### src/hdl/pth_pkg.sv
package pth_pkg;

  // register byte offsets
  localparam logic [7:0] OFS_COUNT = 8'h00;
  localparam logic [7:0] OFS_PERIOD = 8'h04;
  localparam logic [7:0] OFS_CONTROL = 8'h08;
  localparam logic [7:0] OFS_LIMIT = 8'h0C;
  localparam logic [7:0] OFS_RSTSEL = 8'h10;
  localparam logic [7:0] OFS_IRQ_STATUS = 8'h14;
  localparam logic [7:0] OFS_IRQ_ENABLE = 8'h18;

  // control register fields
  localparam int CTL_ON_BIT = 7;
  localparam int CTL_CKPS_LSB = 4;
  localparam int CTL_OUTPS_LSB = 0;

  // widths
  localparam int COUNT_W = 8;
  localparam int CKPS_W = 3;
  localparam int OUTPS_W = 4;
  localparam int MODE_W = 5;
  localparam int RSTSEL_W = 4;
  localparam int PRE_W = 7;

  // reset values
  localparam logic [7:0] COUNT_RESET = 8'h00;
  localparam logic [7:0] PERIOD_RESET = 8'hFF;

  typedef enum logic [4:0] {
    MODE_SW_GATE = 5'b00000,
    MODE_GATE_HI = 5'b00001,
    MODE_GATE_LO = 5'b00010,
    MODE_LIM_BOTH = 5'b00011,
    MODE_LIM_RISE = 5'b00100,
    MODE_LIM_FALL = 5'b00101,
    MODE_LIM_LOW = 5'b00110,
    MODE_LIM_HIGH = 5'b00111,
    MODE_OS_SW = 5'b01000,
    MODE_OS_RISE = 5'b01001,
    MODE_OS_FALL = 5'b01010,
    MODE_OS_BOTH = 5'b01011,
    MODE_OSL_RISE = 5'b01100,
    MODE_OSL_FALL = 5'b01101,
    MODE_OSV_HIGH = 5'b01110,
    MODE_OSV_LOW = 5'b01111
  } pth_mode_type;

endpackage : pth_pkg

### src/hdl/pth_timer.sv
// The AHB-Lite register port and the register addresses were decided locally.
`timescale 1ns/10ps
`default_nettype none
module pth_timer
  import pth_pkg::*;
#(
  parameter int EXT_SRC_COUNT = 16
) (
  // clock and reset
  input wire logic clk,
  input wire logic resetn,
  // ahb-lite slave
  input wire logic hsel,
  input wire logic [31:0] haddr,
  input wire logic [1:0] htrans,
  input wire logic hwrite,
  input wire logic [2:0] hsize,
  input wire logic [31:0] hwdata,
  input wire logic hready,
  output logic [31:0] hrdata,
  output logic hreadyout,
  output logic hresp,
  // external reset sources, asynchronous
  input wire logic [EXT_SRC_COUNT-1:0] extResetIn,
  // outputs to other peripherals
  output logic postscaledPulse,
  output logic [COUNT_W-1:0] timerCount,
  output logic [COUNT_W-1:0] periodValue,
  output logic periodMatch,
  output logic timerIrq
);

  typedef struct packed {
    logic [COUNT_W-1:0] count;
    logic [COUNT_W-1:0] period;
    logic on;
    logic [CKPS_W-1:0] ckps;
    logic [OUTPS_W-1:0] outps;
    logic [MODE_W-1:0] mode;
    logic [RSTSEL_W-1:0] rstsel;
    logic flag;
    logic irqEn;
    logic [PRE_W-1:0] preCnt;
    logic [OUTPS_W-1:0] postCnt;
    logic pulse;
    logic matchPulse;
    logic started;
    logic ersSync1;
    logic ersSync2;
    logic ersPrev;
    logic dpWrite;
    logic dpRead;
    logic [7:0] dpAddr;
    logic rdWait;
    logic [31:0] rdata;
  } pth_state_type;

  pth_state_type s;
  pth_state_type next_s;

  function automatic logic [PRE_W-1:0] preLimit(input logic [CKPS_W-1:0] sel);
    preLimit = PRE_W'((8'h01 << sel) - 8'h01);
  endfunction : preLimit

  function automatic logic isMapped(input logic [7:0] a);
    isMapped = (a == OFS_COUNT) || (a == OFS_PERIOD) || (a == OFS_CONTROL)
      || (a == OFS_LIMIT) || (a == OFS_RSTSEL) || (a == OFS_IRQ_STATUS)
      || (a == OFS_IRQ_ENABLE);
  endfunction : isMapped

  logic selRaw;
  logic ers;
  logic rise;
  logic fall;
  logic tick;
  logic run;
  logic hwReset;
  logic startEvt;
  logic matchEvt;
  logic postMatch;
  logic addrTaken;
  logic cntWr;
  logic ctlWr;

  ////////////////////////////////////////////////////////////////////////////
  // source select and edge detect
  assign selRaw = (32'(s.rstsel) < EXT_SRC_COUNT) ? extResetIn[s.rstsel] : 1'b0;
  assign ers = s.ersSync2;
  assign rise = ers && !s.ersPrev;
  assign fall = !ers && s.ersPrev;
  assign tick = (s.preCnt == preLimit(s.ckps));

  ////////////////////////////////////////////////////////////////////////////
  // mode decode
  always_comb begin
    run = 1'b0;
    hwReset = 1'b0;
    startEvt = 1'b0;
    case (pth_mode_type'(s.mode))
      MODE_SW_GATE: begin
        run = s.on;
      end
      MODE_GATE_HI: begin
        run = s.on && !ers;
      end
      MODE_GATE_LO: begin
        run = s.on && ers;
      end
      MODE_LIM_BOTH: begin
        run = s.on;
        hwReset = s.on && (rise || fall);
      end
      MODE_LIM_RISE: begin
        run = s.on;
        hwReset = s.on && rise;
      end
      MODE_LIM_FALL: begin
        run = s.on;
        hwReset = s.on && fall;
      end
      MODE_LIM_LOW: begin
        run = s.on;
        hwReset = s.on && !ers;
      end
      MODE_LIM_HIGH: begin
        run = s.on;
        hwReset = s.on && ers;
      end
      MODE_OS_SW: begin
        run = s.on;
      end
      MODE_OS_RISE: begin
        startEvt = s.on && rise;
        run = s.on && s.started;
      end
      MODE_OS_FALL: begin
        startEvt = s.on && fall;
        run = s.on && s.started;
      end
      MODE_OS_BOTH: begin
        startEvt = s.on && (rise || fall);
        run = s.on && s.started;
      end
      MODE_OSL_RISE: begin
        startEvt = s.on && !s.started && rise;
        hwReset = s.on && s.started && rise;
        run = s.on && s.started;
      end
      MODE_OSL_FALL: begin
        startEvt = s.on && !s.started && fall;
        hwReset = s.on && s.started && fall;
        run = s.on && s.started;
      end
      MODE_OSV_HIGH: begin
        startEvt = s.on && !s.started && fall;
        hwReset = s.on && s.started && ers;
        run = s.on && s.started;
      end
      MODE_OSV_LOW: begin
        startEvt = s.on && !s.started && rise;
        hwReset = s.on && s.started && !ers;
        run = s.on && s.started;
      end
      default: begin
        run = 1'b0;
      end
    endcase
  end

  assign matchEvt = tick && run && !hwReset && (s.count == s.period);
  assign postMatch = matchEvt && (s.postCnt == s.outps);

  ////////////////////////////////////////////////////////////////////////////
  // bus decode
  assign addrTaken = hsel && hready && htrans[1];
  assign cntWr = s.dpWrite && (s.dpAddr == OFS_COUNT);
  assign ctlWr = s.dpWrite && (s.dpAddr == OFS_CONTROL);

  ////////////////////////////////////////////////////////////////////////////
  // next state
  always_comb begin
    next_s = s;
    next_s.ersSync1 = selRaw;
    next_s.ersSync2 = s.ersSync1;
    next_s.ersPrev = s.ersSync2;
    next_s.pulse = 1'b0;
    next_s.matchPulse = matchEvt;

    // timer
    next_s.preCnt = tick ? '0 : PRE_W'(s.preCnt + 7'h01);
    if (!s.on) begin
      next_s.started = 1'b0;
    end else if (startEvt) begin
      next_s.started = 1'b1;
    end
    if (hwReset) begin
      next_s.count = COUNT_RESET;
      next_s.preCnt = '0;
      next_s.postCnt = '0;
    end else if (matchEvt) begin
      next_s.count = COUNT_RESET;
      if (postMatch) begin
        next_s.postCnt = '0;
        next_s.pulse = 1'b1;
      end else begin
        next_s.postCnt = OUTPS_W'(s.postCnt + 4'h1);
      end
      if (s.mode[3]) begin
        next_s.on = 1'b0;
        next_s.started = 1'b0;
      end
    end else if (tick && run) begin
      next_s.count = COUNT_W'(s.count + 8'h01);
    end

    // bus data phase
    next_s.dpWrite = 1'b0;
    next_s.dpRead = 1'b0;
    if (s.dpWrite) begin
      case (s.dpAddr)
        OFS_COUNT: begin
          next_s.count = hwdata[COUNT_W-1:0];
          next_s.preCnt = '0;
          next_s.postCnt = '0;
        end
        OFS_PERIOD: begin
          next_s.period = hwdata[COUNT_W-1:0];
        end
        OFS_CONTROL: begin
          next_s.on = hwdata[CTL_ON_BIT];
          next_s.ckps = hwdata[CTL_CKPS_LSB +: CKPS_W];
          next_s.outps = hwdata[CTL_OUTPS_LSB +: OUTPS_W];
          next_s.preCnt = '0;
          next_s.postCnt = '0;
        end
        OFS_LIMIT: begin
          next_s.mode = hwdata[MODE_W-1:0];
        end
        OFS_RSTSEL: begin
          next_s.rstsel = hwdata[RSTSEL_W-1:0];
        end
        OFS_IRQ_ENABLE: begin
          next_s.irqEn = hwdata[0];
        end
        default: begin
          next_s.irqEn = s.irqEn;
        end
      endcase
    end

    // interrupt flag: write one clears, set wins
    if (s.dpWrite && (s.dpAddr == OFS_IRQ_STATUS) && hwdata[0]) begin
      next_s.flag = 1'b0;
    end
    if (postMatch && !hwReset) begin
      next_s.flag = 1'b1;
    end

    // read takes one wait state so a prior write is visible
    if (s.rdWait) begin
      next_s.rdWait = 1'b0;
      next_s.rdata = 32'h00000000;
      case (s.dpAddr)
        OFS_COUNT: next_s.rdata[COUNT_W-1:0] = s.count;
        OFS_PERIOD: next_s.rdata[COUNT_W-1:0] = s.period;
        OFS_CONTROL: begin
          next_s.rdata[CTL_ON_BIT] = s.on;
          next_s.rdata[CTL_CKPS_LSB +: CKPS_W] = s.ckps;
          next_s.rdata[CTL_OUTPS_LSB +: OUTPS_W] = s.outps;
        end
        OFS_LIMIT: next_s.rdata[MODE_W-1:0] = s.mode;
        OFS_RSTSEL: next_s.rdata[RSTSEL_W-1:0] = s.rstsel;
        OFS_IRQ_STATUS: next_s.rdata[0] = s.flag;
        OFS_IRQ_ENABLE: next_s.rdata[0] = s.irqEn;
        default: next_s.rdata = 32'h00000000;
      endcase
    end

    // bus address phase
    if (addrTaken) begin
      next_s.dpAddr = isMapped(haddr[7:0]) && (haddr[31:8] == 24'h000000)
        ? haddr[7:0] : 8'hFC;
      next_s.dpWrite = hwrite;
      next_s.dpRead = !hwrite;
      next_s.rdWait = !hwrite;
    end
  end

  ////////////////////////////////////////////////////////////////////////////
  // state register
  always_ff @(posedge clk or negedge resetn) begin
    if (!resetn) begin
      s <= '0;
      s.count <= COUNT_RESET;
      s.period <= PERIOD_RESET;
      s.dpAddr <= 8'h00;
    end else begin
      s <= next_s;
    end
  end

  ////////////////////////////////////////////////////////////////////////////
  // outputs
  assign hrdata = s.rdata;
  assign hreadyout = !s.rdWait;
  assign hresp = 1'b0;
  assign postscaledPulse = s.pulse;
  assign timerCount = s.count;
  assign periodValue = s.period;
  assign periodMatch = s.matchPulse;
  assign timerIrq = s.flag && s.irqEn;

  ////////////////////////////////////////////////////////////////////////////
  // assertions
  AST_MATCH_WRAP: assert property (@(posedge clk) disable iff (!resetn)
    matchEvt && !s.dpWrite |=> s.count == 8'h00)
    else $error("count did not wrap after period match");

  AST_PRE_CLEAR: assert property (@(posedge clk) disable iff (!resetn)
    (cntWr || ctlWr) |=> (s.preCnt == 7'h00) && (s.postCnt == 4'h0))
    else $error("scalers not cleared by register write");

  AST_CTL_KEEPS_COUNT: assert property (@(posedge clk) disable iff (!resetn)
    ctlWr && !tick && !hwReset |=> s.count == $past(s.count))
    else $error("control write changed the count");

  AST_FLAG_SET: assert property (@(posedge clk) disable iff (!resetn)
    postMatch && !hwReset |=> s.flag)
    else $error("flag not set on postscaler match");

  AST_IRQ_GATE: assert property (@(posedge clk) disable iff (!resetn)
    timerIrq |-> s.irqEn && s.flag)
    else $error("interrupt forwarded while disabled");

  AST_PULSE: assert property (@(posedge clk) disable iff (!resetn)
    postscaledPulse == $past(postMatch && !hwReset))
    else $error("postscaled pulse does not follow match");

  AST_ONESHOT_OFF: assert property (@(posedge clk) disable iff (!resetn)
    matchEvt && s.mode[3] && !ctlWr |=> !s.on)
    else $error("one-shot did not clear on bit");

  AST_HOLD_OFF: assert property (@(posedge clk) disable iff (!resetn)
    !s.on && !s.dpWrite |=> s.count == $past(s.count))
    else $error("count changed while timer off");

  AST_LEVEL_RESET: assert property (@(posedge clk) disable iff (!resetn)
    s.on && (s.mode == MODE_LIM_HIGH) && ers && !cntWr |=> s.count == 8'h00)
    else $error("count not held in reset at active level");

  AST_PRESCALE: assert property (@(posedge clk) disable iff (!resetn)
    !s.dpWrite && !hwReset && !tick |=> s.preCnt == $past(s.preCnt) + 7'h01)
    else $error("prescaler did not advance");

  AST_ARM_NEEDS_ON: assert property (@(posedge clk) disable iff (!resetn)
    !s.on |=> !s.started)
    else $error("start latch survived on bit clear");

  AST_ARMED_HOLD: assert property (@(posedge clk) disable iff (!resetn)
    s.on && !s.started && s.mode[3] && (s.mode[2:0] != 3'b000) && !s.dpWrite
      |=> s.count == $past(s.count))
    else $error("armed one-shot counted before its edge");

  AST_LIMIT_OS_RESET: assert property (@(posedge clk) disable iff (!resetn)
    s.on && s.started && (s.mode == MODE_OSL_RISE) && rise && !cntWr |=> s.count == 8'h00)
    else $error("limit one-shot edge did not reset count");

  AST_GATE_HOLD: assert property (@(posedge clk) disable iff (!resetn)
    s.on && (s.mode == MODE_GATE_HI) && ers && !s.dpWrite |=> s.count == $past(s.count))
    else $error("count moved while gated");

  AST_HW_CLEARS_SCALERS: assert property (@(posedge clk) disable iff (!resetn)
    hwReset |=> (s.preCnt == 7'h00) && (s.postCnt == 4'h0))
    else $error("scalers not cleared by external reset event");

endmodule : pth_timer
`default_nettype wire

### config.mk
export PLATFORM = sky130hd
export DESIGN_NAME = pth_timer
export DESIGN_NICKNAME = d
export VERILOG_FILES = /design/src/hdl/pth_pkg.sv /design/src/hdl/pth_timer.sv
export SDC_FILE = /design/constraint.sdc
export NUM_CORES = 1
export LEC_CHECK = 0
export ABC_AREA = 1
export BUFFER_PORTS_ARGS = -buffer_cell sky130_fd_sc_hd__buf_2
export CAP_MARGIN = 20
export CORE_ASPECT_RATIO = 1.75
export CORE_UTILIZATION = 56
export DETAILED_ROUTE_END_ITERATION = 7
export PLACE_DENSITY = 0.94
export SLEW_MARGIN = 20
export SYNTH_ARGS = -nofsm -noshare
export SYNTH_HDL_FRONTEND = slang
export SYNTH_SLANG_ARGS = --single-unit
### constraint.sdc
create_clock -name clk -period 3.2 [get_ports clk]
set_input_delay 0.48 -clock clk [delete_from_list [all_inputs] [get_ports clk]]
set_output_delay 0.48 -clock clk [all_outputs]
set_load 0.01 [all_outputs]
## Yosys cells after proc, flatten, opt, wreduce, memory -nomap -nowiden

Cells that the tools add are included.

| cells by class | value |
|---|---|
| add/subtract/negate cells | 4 |
| order comparisons | 1 |
| equality and inequality tests | 30 |
| shift-type cells | 1 |
| multiplexer cells | 39 |
| reduce and logical (&&, ||, !) cells | 54 |

Operators with widths:

| operator | number |
|---|---|
| 2-to-1 mux 8 bit | 7 |
| equality test 8 x 5 -> 1 bit, second input constant | 6 |
| equality test 5 x 4 -> 1 bit, second input constant | 8 |
| 2-to-1 mux 11 bit | 3 |
| 2-to-1 mux 33 bit | 1 |
| equality test 8 x 4 -> 1 bit, second input constant | 4 |
| logical AND 1 bit | 26 |
| logical NOT 24 bit | 1 |
| equality test 5 x 3 -> 1 bit, second input constant | 4 |
| equality test 8 x 3 -> 1 bit, second input constant | 2 |
| logical NOT 8 bit | 2 |
| one-hot mux 3 bit (5 select lines) | 1 |
| 2-to-1 mux 7 bit | 2 |
| OR reduction 7 bit | 2 |
| 2-to-1 mux 1 bit | 13 |
| 2-to-1 mux 4 bit | 3 |
| equality test 5 x 2 -> 1 bit, second input constant | 2 |
| 2-to-1 mux 5 bit | 2 |
| AND reduction 2 bit | 5 |
| one-hot mux 1 bit (9 select lines) | 1 |
| one-hot mux 3 bit (3 select lines) | 1 |
| adder 8 x 1 -> 8 bit, second input constant | 1 |
| equality test 8 bit | 1 |
| one-hot mux 1 bit (4 select lines) | 2 |
| other kinds (16) | 29 |

| storage, ports and cells | value |
|---|---|
| flip-flop bits (word level) | 70 |
| input bits | 90 |
| output and inout port bits | 53 |
| word-level logic and storage cells | 150 |

## Longest topological paths before layout

Gate-level depths: netlist (run 1).

| depth | value |
|---|---|
| depth after elaboration | 14 |
| gate-level depth with buffers | 18 |
| mapped depth without buffers | 17 |

## Worst setup path before layout (run 1)

OpenSTA, ideal clock, no wires.

| timing path | value |
|---|---|
| path kind | register to register |
| from | register s[76] (netlist bit) |
| to | register s[51] (netlist bit) |
| library setup time | 0.118 ns |
| arrival time | 1.944 ns |
| required time | 3.082 ns |
| setup slack | 1.139 ns |
| cell stages (with the launch flop) | 17 |
| buffers on the path | 1 |
| clock period less this slack | 2.061 ns |
| cells stage by stage | dfrtp_1 buf_6 nor2_4 nand2_1 ha_1 inv_1 nand2_1 nand2_1 nand2_1 nor2_1 nand3_1 nor2_1 nand3_2 nor2_4 nand3_1 nand2_1 nor2_1 |

RTL lines:

| element | RTL line | RTL |
|---|---|---|
| start: declaration | pth_timer.sv:58 | `pth_state_type s;` |
| start signal: assignment | pth_timer.sv:298 | `s <= next_s;` |

==> flow_summary.json, run 1 <==
{
  "critical_path_max_stage_delay_ns": 0.52,
  "fp-row-count": 43,
  "synth_cell_types": 44,
  "worstSkewPairLatency_ns": 0.34,
  "max_slew.worst_pin.slew_ns": 0.5376,
  "timing.final.max_slew_violations": 0,
  "path_cells": "inv_2, nand3_1, ha_1, inv_1, nand2_1, nand2_1, nor2_1, nand3_1, nor2_2, nand3_2, nor2_4, nand3_1, nand2_1, o21ai_1",
  "max_cap_viol_count": 0,
  "cts-root-to-sink-buffers": 2,
  "r2r_start": "s[77]$_DFFE_PN0P_",
  "detail_route.drc_violations": 8,
  "critPathRequiredTime_ns": 3.41,
  "multi_input_gate_area_um2": 2231,
  "synth_enable_flop_cells": 0,
  "syn-cell-area_um2": 4621,
  "post_synth.cell_area_avg_um2": 7.575,
  "met3_usage_pct": 5.707,
  "timing.final.hold_violations": 0,
  "place.detailed.hpwl_um": 9207,
  "grt_pass1_vias": 4319,
  "postCtsSetupBuffers": 0,
  "floorplan.die.height_um": 122.2,
  "capture_point_of_the_worst_path": "timerCount[3]$_DFF_PN0_",
  "reg2reg_setup_slack_ns": 0.53,
  "hold_buf_cts": 0,
  "post_drt_via_cell_ratio": 5.756,
  "tritoncts_clock_tree": "yes",
  "ys.warnings.count": 0,
  "drt-wirelength-per-cell_um": 15.38,
  "register_area_um2": 1762,
  "area_delta_synth_final_pct": 11.26,
  "post_route_cells_drive_above_1_share_pct": 22.03,
  "antennaDiodeCount": 0,
  "violations": "design-rule violations",
  "grtUsageMet1_pct": 28.65,
  "maxSlewHeadroom_pct": 64.16,
  "critPathKind": "flip-flop to flip-flop",
  "wl_um": 11860,
  "synth-seq-area-share_pct": 38.13,
  "worstPathMaxFanout": 15,
  "grt_first_pass_wirelength_um": 19180,
  "irDropWorstVdd_uv": 333.2,
  "cts_resized": 0,
  "die-width_um": 70.67,
  "post_synth_inst_count": 610,
  "initial_core_util_pct": 58.03,
  "clock_skew_ns": 0.007242,
  "timing.setup.tns_ns": 0,
  "leakage_uw": 0.002732,
  "top_usage_layer": "met2",
  "grt_use_met2_pct": 52.67,
  "cellPowerDensity_nw_per_um2": 535.6,
  "run_status": "finished, violations left",
  "worst_hold_path_class": "input port to async pin",
  "drt_iter0_drc": 365,
  "rr_endpoint": "timerCount[3]$_DFF_PN0_",
  "max_freq_mhz": 374.2,
  "top_level_ports": 143,
  "synth_flop_cell": "dfrtp_1",
  "core_region_area_um2": 7963,
  "finalWorstPathRequiredPeriod_ns": 2.672,
  "n_fill_cell": 639,
  "cts_inserted_buffers": 9,
  "globalRouteTotalUtil_pct": 29.05,
  "vias": 4438,
  "worst_r2r_path_depth": 14,
  "rsz_0062_raised_after_global_routing": "no",
  "antenna_found_initial": 0,
  "ctsHtreeMaxLevel": 3,
  "finalHoldWorstSlack_ns": 0.1208,
  "globalRoute.totalOverflow": 0,
  "nets": 772,
  "yosys_register_bits": 70,
  "port_buffers": 89,
  "clock_tree.root_cell": "clkbuf_16",
  "crit_path_start_kind": "flip-flop",
  "cp.arrival_ns": 2.88,
  "worst_setup_hold_path_clk_slew_ns": 0.06,
  "synth-async-reset-ratio_pct": 100.0,
  "tritoncts_num_sinks": 70,
  "grt_start_max_net_pins": 27,
  "drt_pass1_iterations": 8,
  "critical_path.startpoint": "s[77]$_DFFE_PN0P_",
  "ant_nets": 0,
  "timing.final.setup_violations": 0,
  "setup.worst_path.end_class": "flip-flop",
  "design.die.area_um2": 8633,
  "fin_crit_sh_pct": 83.50,
  "gp_congestion": 0.9524,
  "critical-path-slowest-cell": "dfrtp_1"
}
==> critical path, delay by kind of cell (launching register included) <==
kind                     cells  cell delay [ns]
buffers and inverters        2             0.24
adder cells (fa/ha/maj)      1             0.33
AO/OA/AOI/OAI                1             0.12
AND/OR/NAND/NOR             10             1.34
flip-flops                   1             0.52
==> cells by family (layout without fill, tap and decap cells) <==
family | Yosys count | in the layout | share of synthesized area [%]
AOI/OAI and AO/OA | 91 | 91 | 11.16
xor gates and xnor gates | 22 | 22 | 4.170
adders and majority gates | 6 | 6 | 1.625
buffers and inverters | 135 | 182 | 15.54
DFF | 70 | 70 | 38.13
muxes | 6 | 6 | 1.354
other | 1 | 25 | 0.08116
and+or+nand+nor | 279 | 279 | 27.94
==> report_power, final <==
group | total (uW) | switching [uW] | internal [uW]
sequential | 1110 | 126 | 981
clock | 982 | 360 | 621
combinational | 665 | 399 | 266
total | 2750 | 885 | 1870
==> per-layer routing <==
metal	vias to the layer above	share of wire (%)
met4	0	7.0
met1	2031	34
met5	-	0
li1	2045	-
met3	68	7.2
met2	294	52
==> area by class of cell <==
| class | instances | area share (%) |
|---|---|---|
| multi-input cells | 429 | 43.39 |
| flip-flops and latches | 70 | 34.27 |
| repair buffers | 91 | 8.956 |
| inverters | 75 | 5.476 |
| clock buffers | 12 | 4.794 |
| well taps | 90 | 2.190 |
| clock inverters | 4 | 0.9248 |
==> per-stage QoR <==
stage / cell area, um^2 / setup slack [ns] / total power, uW / utilization (%) / cells
after floorplan: 4711 / 1.139 / 1611 / - / 634
after global routing: 5141 / 0.2871 / 2891 / 64.57 / 771
after detailed placement: 4847 / 0.5938 / 1764 / 60.87 / 755
after CTS: 5141 / 0.5507 / 2752 / 64.57 / 771
after global placement: 4847 / 0.6120 / 1717 / 60.87 / 755
final: 5141 / 0.5280 / 2754 / 64.57 / 771
==> cells in the final DEF, fill, tap and decap left out, types with 3 or more instances in the layout <==
master,count
inv_1,65
a21oi_1,15
buf_2,89
or2_2,5
nor3_1,7
nor2_2,3
dfstp_2,8
xor2_1,9
o22ai_1,3
xnor2_1,13
nand3b_1,3
nand2_2,4
ha_1,6
clkinv_1,3
o21ai_0,50
nand3_2,4
a221oi_1,4
nand2_1,140
conb_1,25
inv_2,7
clkbuf_16,9
nor2_1,46
nand3_1,35
mux2i_1,4
o21ai_1,7
dfrtp_1,62
o211ai_1,3
nor2_4,6
nand4_1,16
nor4_1,7
==> synth_stat cells, types with 4 or more instances <==
library cell | number | area share (%)
nand2_1 | 140 | 11
inv_1 | 65 | 5.3
dfrtp_1 | 62 | 34
o21ai_0 | 50 | 5.4
buf_4 | 49 | 8.0
nor2_1 | 46 | 3.7
nand3_1 | 35 | 3.8
nand4_1 | 16 | 2.2
a21oi_1 | 15 | 1.6
xnor2_1 | 13 | 2.5
xor2_1 | 9 | 1.7
dfstp_2 | 8 | 4.5
inv_2 | 7 | 0.57
nor3_1 | 7 | 0.76
nor4_1 | 7 | 0.95
o21ai_1 | 7 | 0.76
ha_1 | 6 | 1.6
nor2_4 | 6 | 1.5
or2_2 | 5 | 0.68
a221oi_1 | 4 | 0.76
buf_2 | 4 | 0.43
clkbuf_1 | 4 | 0.32
mux2i_1 | 4 | 0.87
nand2_2 | 4 | 0.54
nand3_2 | 4 | 0.87
==> worst min-delay path by stage <==
stage | from | to | slack [ns] | cells after the start
finish | resetn | hrdata[2]$_DFFE_PN0P_ | 0.12 | 1
global route | resetn | hrdata[2]$_DFFE_PN0P_ | 0.16 | 1
CTS | resetn | hrdata[2]$_DFFE_PN0P_ | 0.13 | 1
detailed placement | next_s[44]$_DFF_PN0_ | ers$_DFF_PN0_ | 0.34 | 0
global placement | next_s[44]$_DFF_PN0_ | ers$_DFF_PN0_ | 0.33 | 0
floorplan | resetn | ers$_DFF_PN0_ | 0.18 | 0
==> flip-flops by register name, summed over array words and instances (netlist names) <==
name             count
timerCount           8
periodValue          8
next_s               1
periodMatch          1
postscaledPulse      1
hrdata               8
s                   42
ers                  1
No activity file was read; power rests on OpenSTA's default activity.
==> inputs of run 2 (changes only) <==
--- a/config.mk
+++ b/config.mk
@@ -5,13 +5,13 @@
 export SDC_FILE = /design/constraint.sdc
 export NUM_CORES = 1
 export LEC_CHECK = 0
-export ABC_AREA = 1
+export ABC_AREA = 0
 export BUFFER_PORTS_ARGS = -buffer_cell sky130_fd_sc_hd__buf_2
 export CAP_MARGIN = 20
 export CORE_ASPECT_RATIO = 1.75
-export CORE_UTILIZATION = 56
+export CORE_UTILIZATION = 47
 export DETAILED_ROUTE_END_ITERATION = 7
-export PLACE_DENSITY = 0.94
+export PLACE_DENSITY = 0.85
 export SLEW_MARGIN = 20
 export SYNTH_ARGS = -nofsm -noshare
 export SYNTH_HDL_FRONTEND = slang
==> constraint.sdc (replaced) <==
create_clock -name clk -period 2.18 [get_ports clk]
set_input_delay 0.327 -clock clk [delete_from_list [all_inputs] [get_ports clk]]
set_output_delay 0.327 -clock clk [all_outputs]
set_load 0.01 [all_outputs]
==> run 2 against run 1 <==
- the run ends with negative setup slack left
- synthesized area down 2.1%
- utilization decreased by 5.7 points
- clock skew barely moved
- wire length shrank 2.6%
- sequential share of layout area shrank 2.4 points
- synthesized cell count down 28%
- design area grew 7.7%
- highest routed layer unchanged
==> flow_summary.json, run 2 <==
{
  "run_status": "finished, violations left",
  "violations": "negative setup slack",
  "synth_cell_types": 66,
  "worst_hold_path_class": "input port to async pin",
  "synth_flop_cell": "dfrtp_1",
  "stdcell_count": 660,
  "critical-path-top-delay-family": "simple AND/OR/NAND/NOR gates",
  "critical-path-slowest-cell": "or4_4",
  "worstSkewPairLatency_ns": 0.34,
  "drt-wirelength-per-cell_um": 17.49,
  "post_synth_mux_area_share_pct": 12.89,
  "post-place-ws_ns": -0.2926,
  "timing.setup.tns_ns": -2.587,
  "initial_core_util_pct": 48.06,
  "wl_um": 11550,
  "worst_setup_hold_path_clk_slew_ns": 0.06,
  "critPathKind": "flip-flop to flip-flop",
  "synth_xor_xnor_area_share_pct": 5.423,
  "maxSlewHeadroom_pct": 50.50,
  "nets": 629,
  "yosys-top-cells-count": "dfrtp_1, buf_4, nor2_1",
  "finalWorstPathRequiredPeriod_ns": 2.403,
  "area_delta_synth_final_pct": 22.47,
  "synth_compound_gate_area_share_pct": 10.49,
  "synth_top_cell_area_share_pct": 34.31,
  "detail_route.drc_violations": 0,
  "multi_input_gate_area_um2": 2526,
  "post_synth.cell_area_avg_um2": 10.28,
  "vias": 3731,
  "yosys_register_bits": 70,
  "antennaDiodeCount": 0,
  "leakage_uw": 0.002478,
  "register_area_um2": 1764,
  "drt_iter0_drc": 259,
  "post_drt_via_cell_ratio": 5.653,
  "max_freq_mhz": 416.2,
  "setup.worst_path.end_class": "flip-flop",
  "place.detailed.hpwl_um": 7989,
  "max_slew.worst_pin.slew_ns": 0.7424,
  "floorplan.die.height_um": 131.8,
  "rsz_0062_raised_after_global_routing": "yes",
  "post_synth_main_area_contributors": "dfrtp_1, buf_4, mux2_2, dfstp_2, xnor2_1",
  "layout.cells.most_common": "buf_2",
  "drt_pass1_iterations": 4,
  "synth-simple-area-share_pct": 19.23,
  "fp-row-count": 47,
  "timing.final.hold_violations": 0,
  "globalRoute.totalOverflow": 0,
  "top_level_ports": 143,
  "n_fill_cell": 778,
  "post_synth_inst_count": 440,
  "cts_inserted_buffers": 9,
  "cts-root-to-sink-buffers": 2,
  "worstPathMaxFanout": 4,
  "grt_pass1_vias": 3883,
  "clock_skew_ns": 0.007716,
  "dpl.cell_count": 638,
  "antenna_found_initial": 0,
  "syn-cell-area_um2": 4522,
  "registers.top_by_ff_count": "s",
  "ant_nets": 0,
  "path_cells": "nor2_1, nand2_1, ha_4, xnor2_2, a31oi_2, o311ai_4, or4_4, o21ai_4, a21oi_2",
  "cp_num_buf_inv": 0,
  "design_area_um2": 5538,
  "fin_crit_sh_pct": 110.2,
  "synth_enable_flop_cells": 0,
  "clock_tree.root_cell": "clkbuf_16",
  "cp.arrival_ns": 2.62,
  "timing.final.max_slew_violations": 0,
  "die-width_um": 76.15,
  "gp_congestion": 0.8936,
  "synth_top_family_by_area": "simple AND/OR/NAND/NOR gates",
  "critical_path_max_stage_delay_ns": 0.59,
  "design.die.area_um2": 10030,
  "hold_buf_cts": 0,
  "finalWorstSetupSlack_ns": -0.2227,
  "synth-seq-area-share_pct": 38.96,
  "timing.final.setup_violations": 17,
  "tritoncts_clock_tree": "yes",
  "tritoncts_num_sinks": 70,
  "cellPowerDensity_nw_per_um2": 774.6,
  "critPathRequiredTime_ns": 2.39,
  "flip_flop_count_of_the_largest_register_all_copies_and_words_added": 42,
  "ctsHtreeMaxLevel": 3,
  "grt_start_max_net_pins": 71,
  "irDropWorstVdd_uv": 434.6,
  "placed_area_um2": 4990,
  "max_cap_viol_count": 0,
  "core_region_area_um2": 9409,
  "ys.warnings.count": 0,
  "globalRouteTotalUtil_pct": 23.70,
  "commonest_cells_after_routing_fill_and_taps_aside": "buf_2, dfrtp_1, nor2_1, mux2_2, buf_4",
  "synth.most_common_cell": "dfrtp_1",
  "synth-async-reset-ratio_pct": 100.0,
  "post_route_cells_drive_above_1_share_pct": 44.80,
  "grt_first_pass_wirelength_um": 18440,
  "port_buffers": 89,
  "yosys.area_share.adder_pct": 1.660,
  "crit_path_start_kind": "flip-flop",
  "post-synth-top-area-cell": "dfrtp_1"
}
[run 2: repair_timing]
item / 4_1_cts / 5_1_grt
gates resized for setup: 18 / 22
pin swaps: 10 / 5
setup endpoints to repair: 24 / 24
hold endpoints to repair: 0 / 0
setup buffers: 6 / 0
[run 2: cell type report]
type / instances / area share (%)
multi-input cells: 317 / 45.62
flip-flops and latches: 70 / 31.86
repair buffers: 123 / 13.31
clock buffers: 13 / 4.880
well taps: 122 / 2.756
inverters: 12 / 0.8134
clock inverters: 3 / 0.7682
[run 2: report_power, final]
| group | switching (uW) | internal (uW) |
|---|---|---|
| logic | 578 | 542 |
| registers | 188 | 1460 |
| clock network | 547 | 977 |
[run 2: per-layer routing]
metal	track usage [%]	up-vias	wire length (um)
li1	-	1688	-
met5	0	-	0
met2	44.44	166	6375
met4	16.24	0	608
met3	5.052	44	527
met1	22.61	1833	4033
[run 2: path summary, 6_finish.rpt]
kind / slack, ns / endpoint / depth (start not counted) / startpoint
worst min-delay path: 0.003 / hrdata[5]$_DFFE_PN0P_ / 2 / resetn
worst max-delay path: -0.22 / s[52]$_DFF_PN0_ / 9 / s[76]$_DFFE_PN0P_
max in group asynchronous: 1.85 / periodValue[1]$_DFFE_PN1P_ / 2 / resetn
worst min register to register: 0.36 / ers$_DFF_PN0_ / 0 / next_s[44]$_DFF_PN0_
worst max register to register: -0.22 / s[52]$_DFF_PN0_ / 9 / s[76]$_DFFE_PN0P_
min in group clk: 0.14 / s[32]$_DFF_PN0_ / 2 / hwrite
[run 2: cells by family after synthesis]
logic type | count (synthesis)
other cells | 1
compound gates | 65
flops | 70
xor+xnor | 28
fa+ha+maj | 6
mux | 47
buf+inv | 77
simple gates | 146
[run 2: stage by stage]
step / power [uW] / utilization (%) / hold slack [ns]
finish: 4290 / 58.86 / 0.002508
global route: 4465 / 58.86 / 0.02339
CTS: 4222 / 57.87 / 0.02442
detailed placement: 2623 / 53.03 / 0.3530
global placement: 2569 / 53.03 / 0.3361
floorplan: 2378 / - / 0.03141
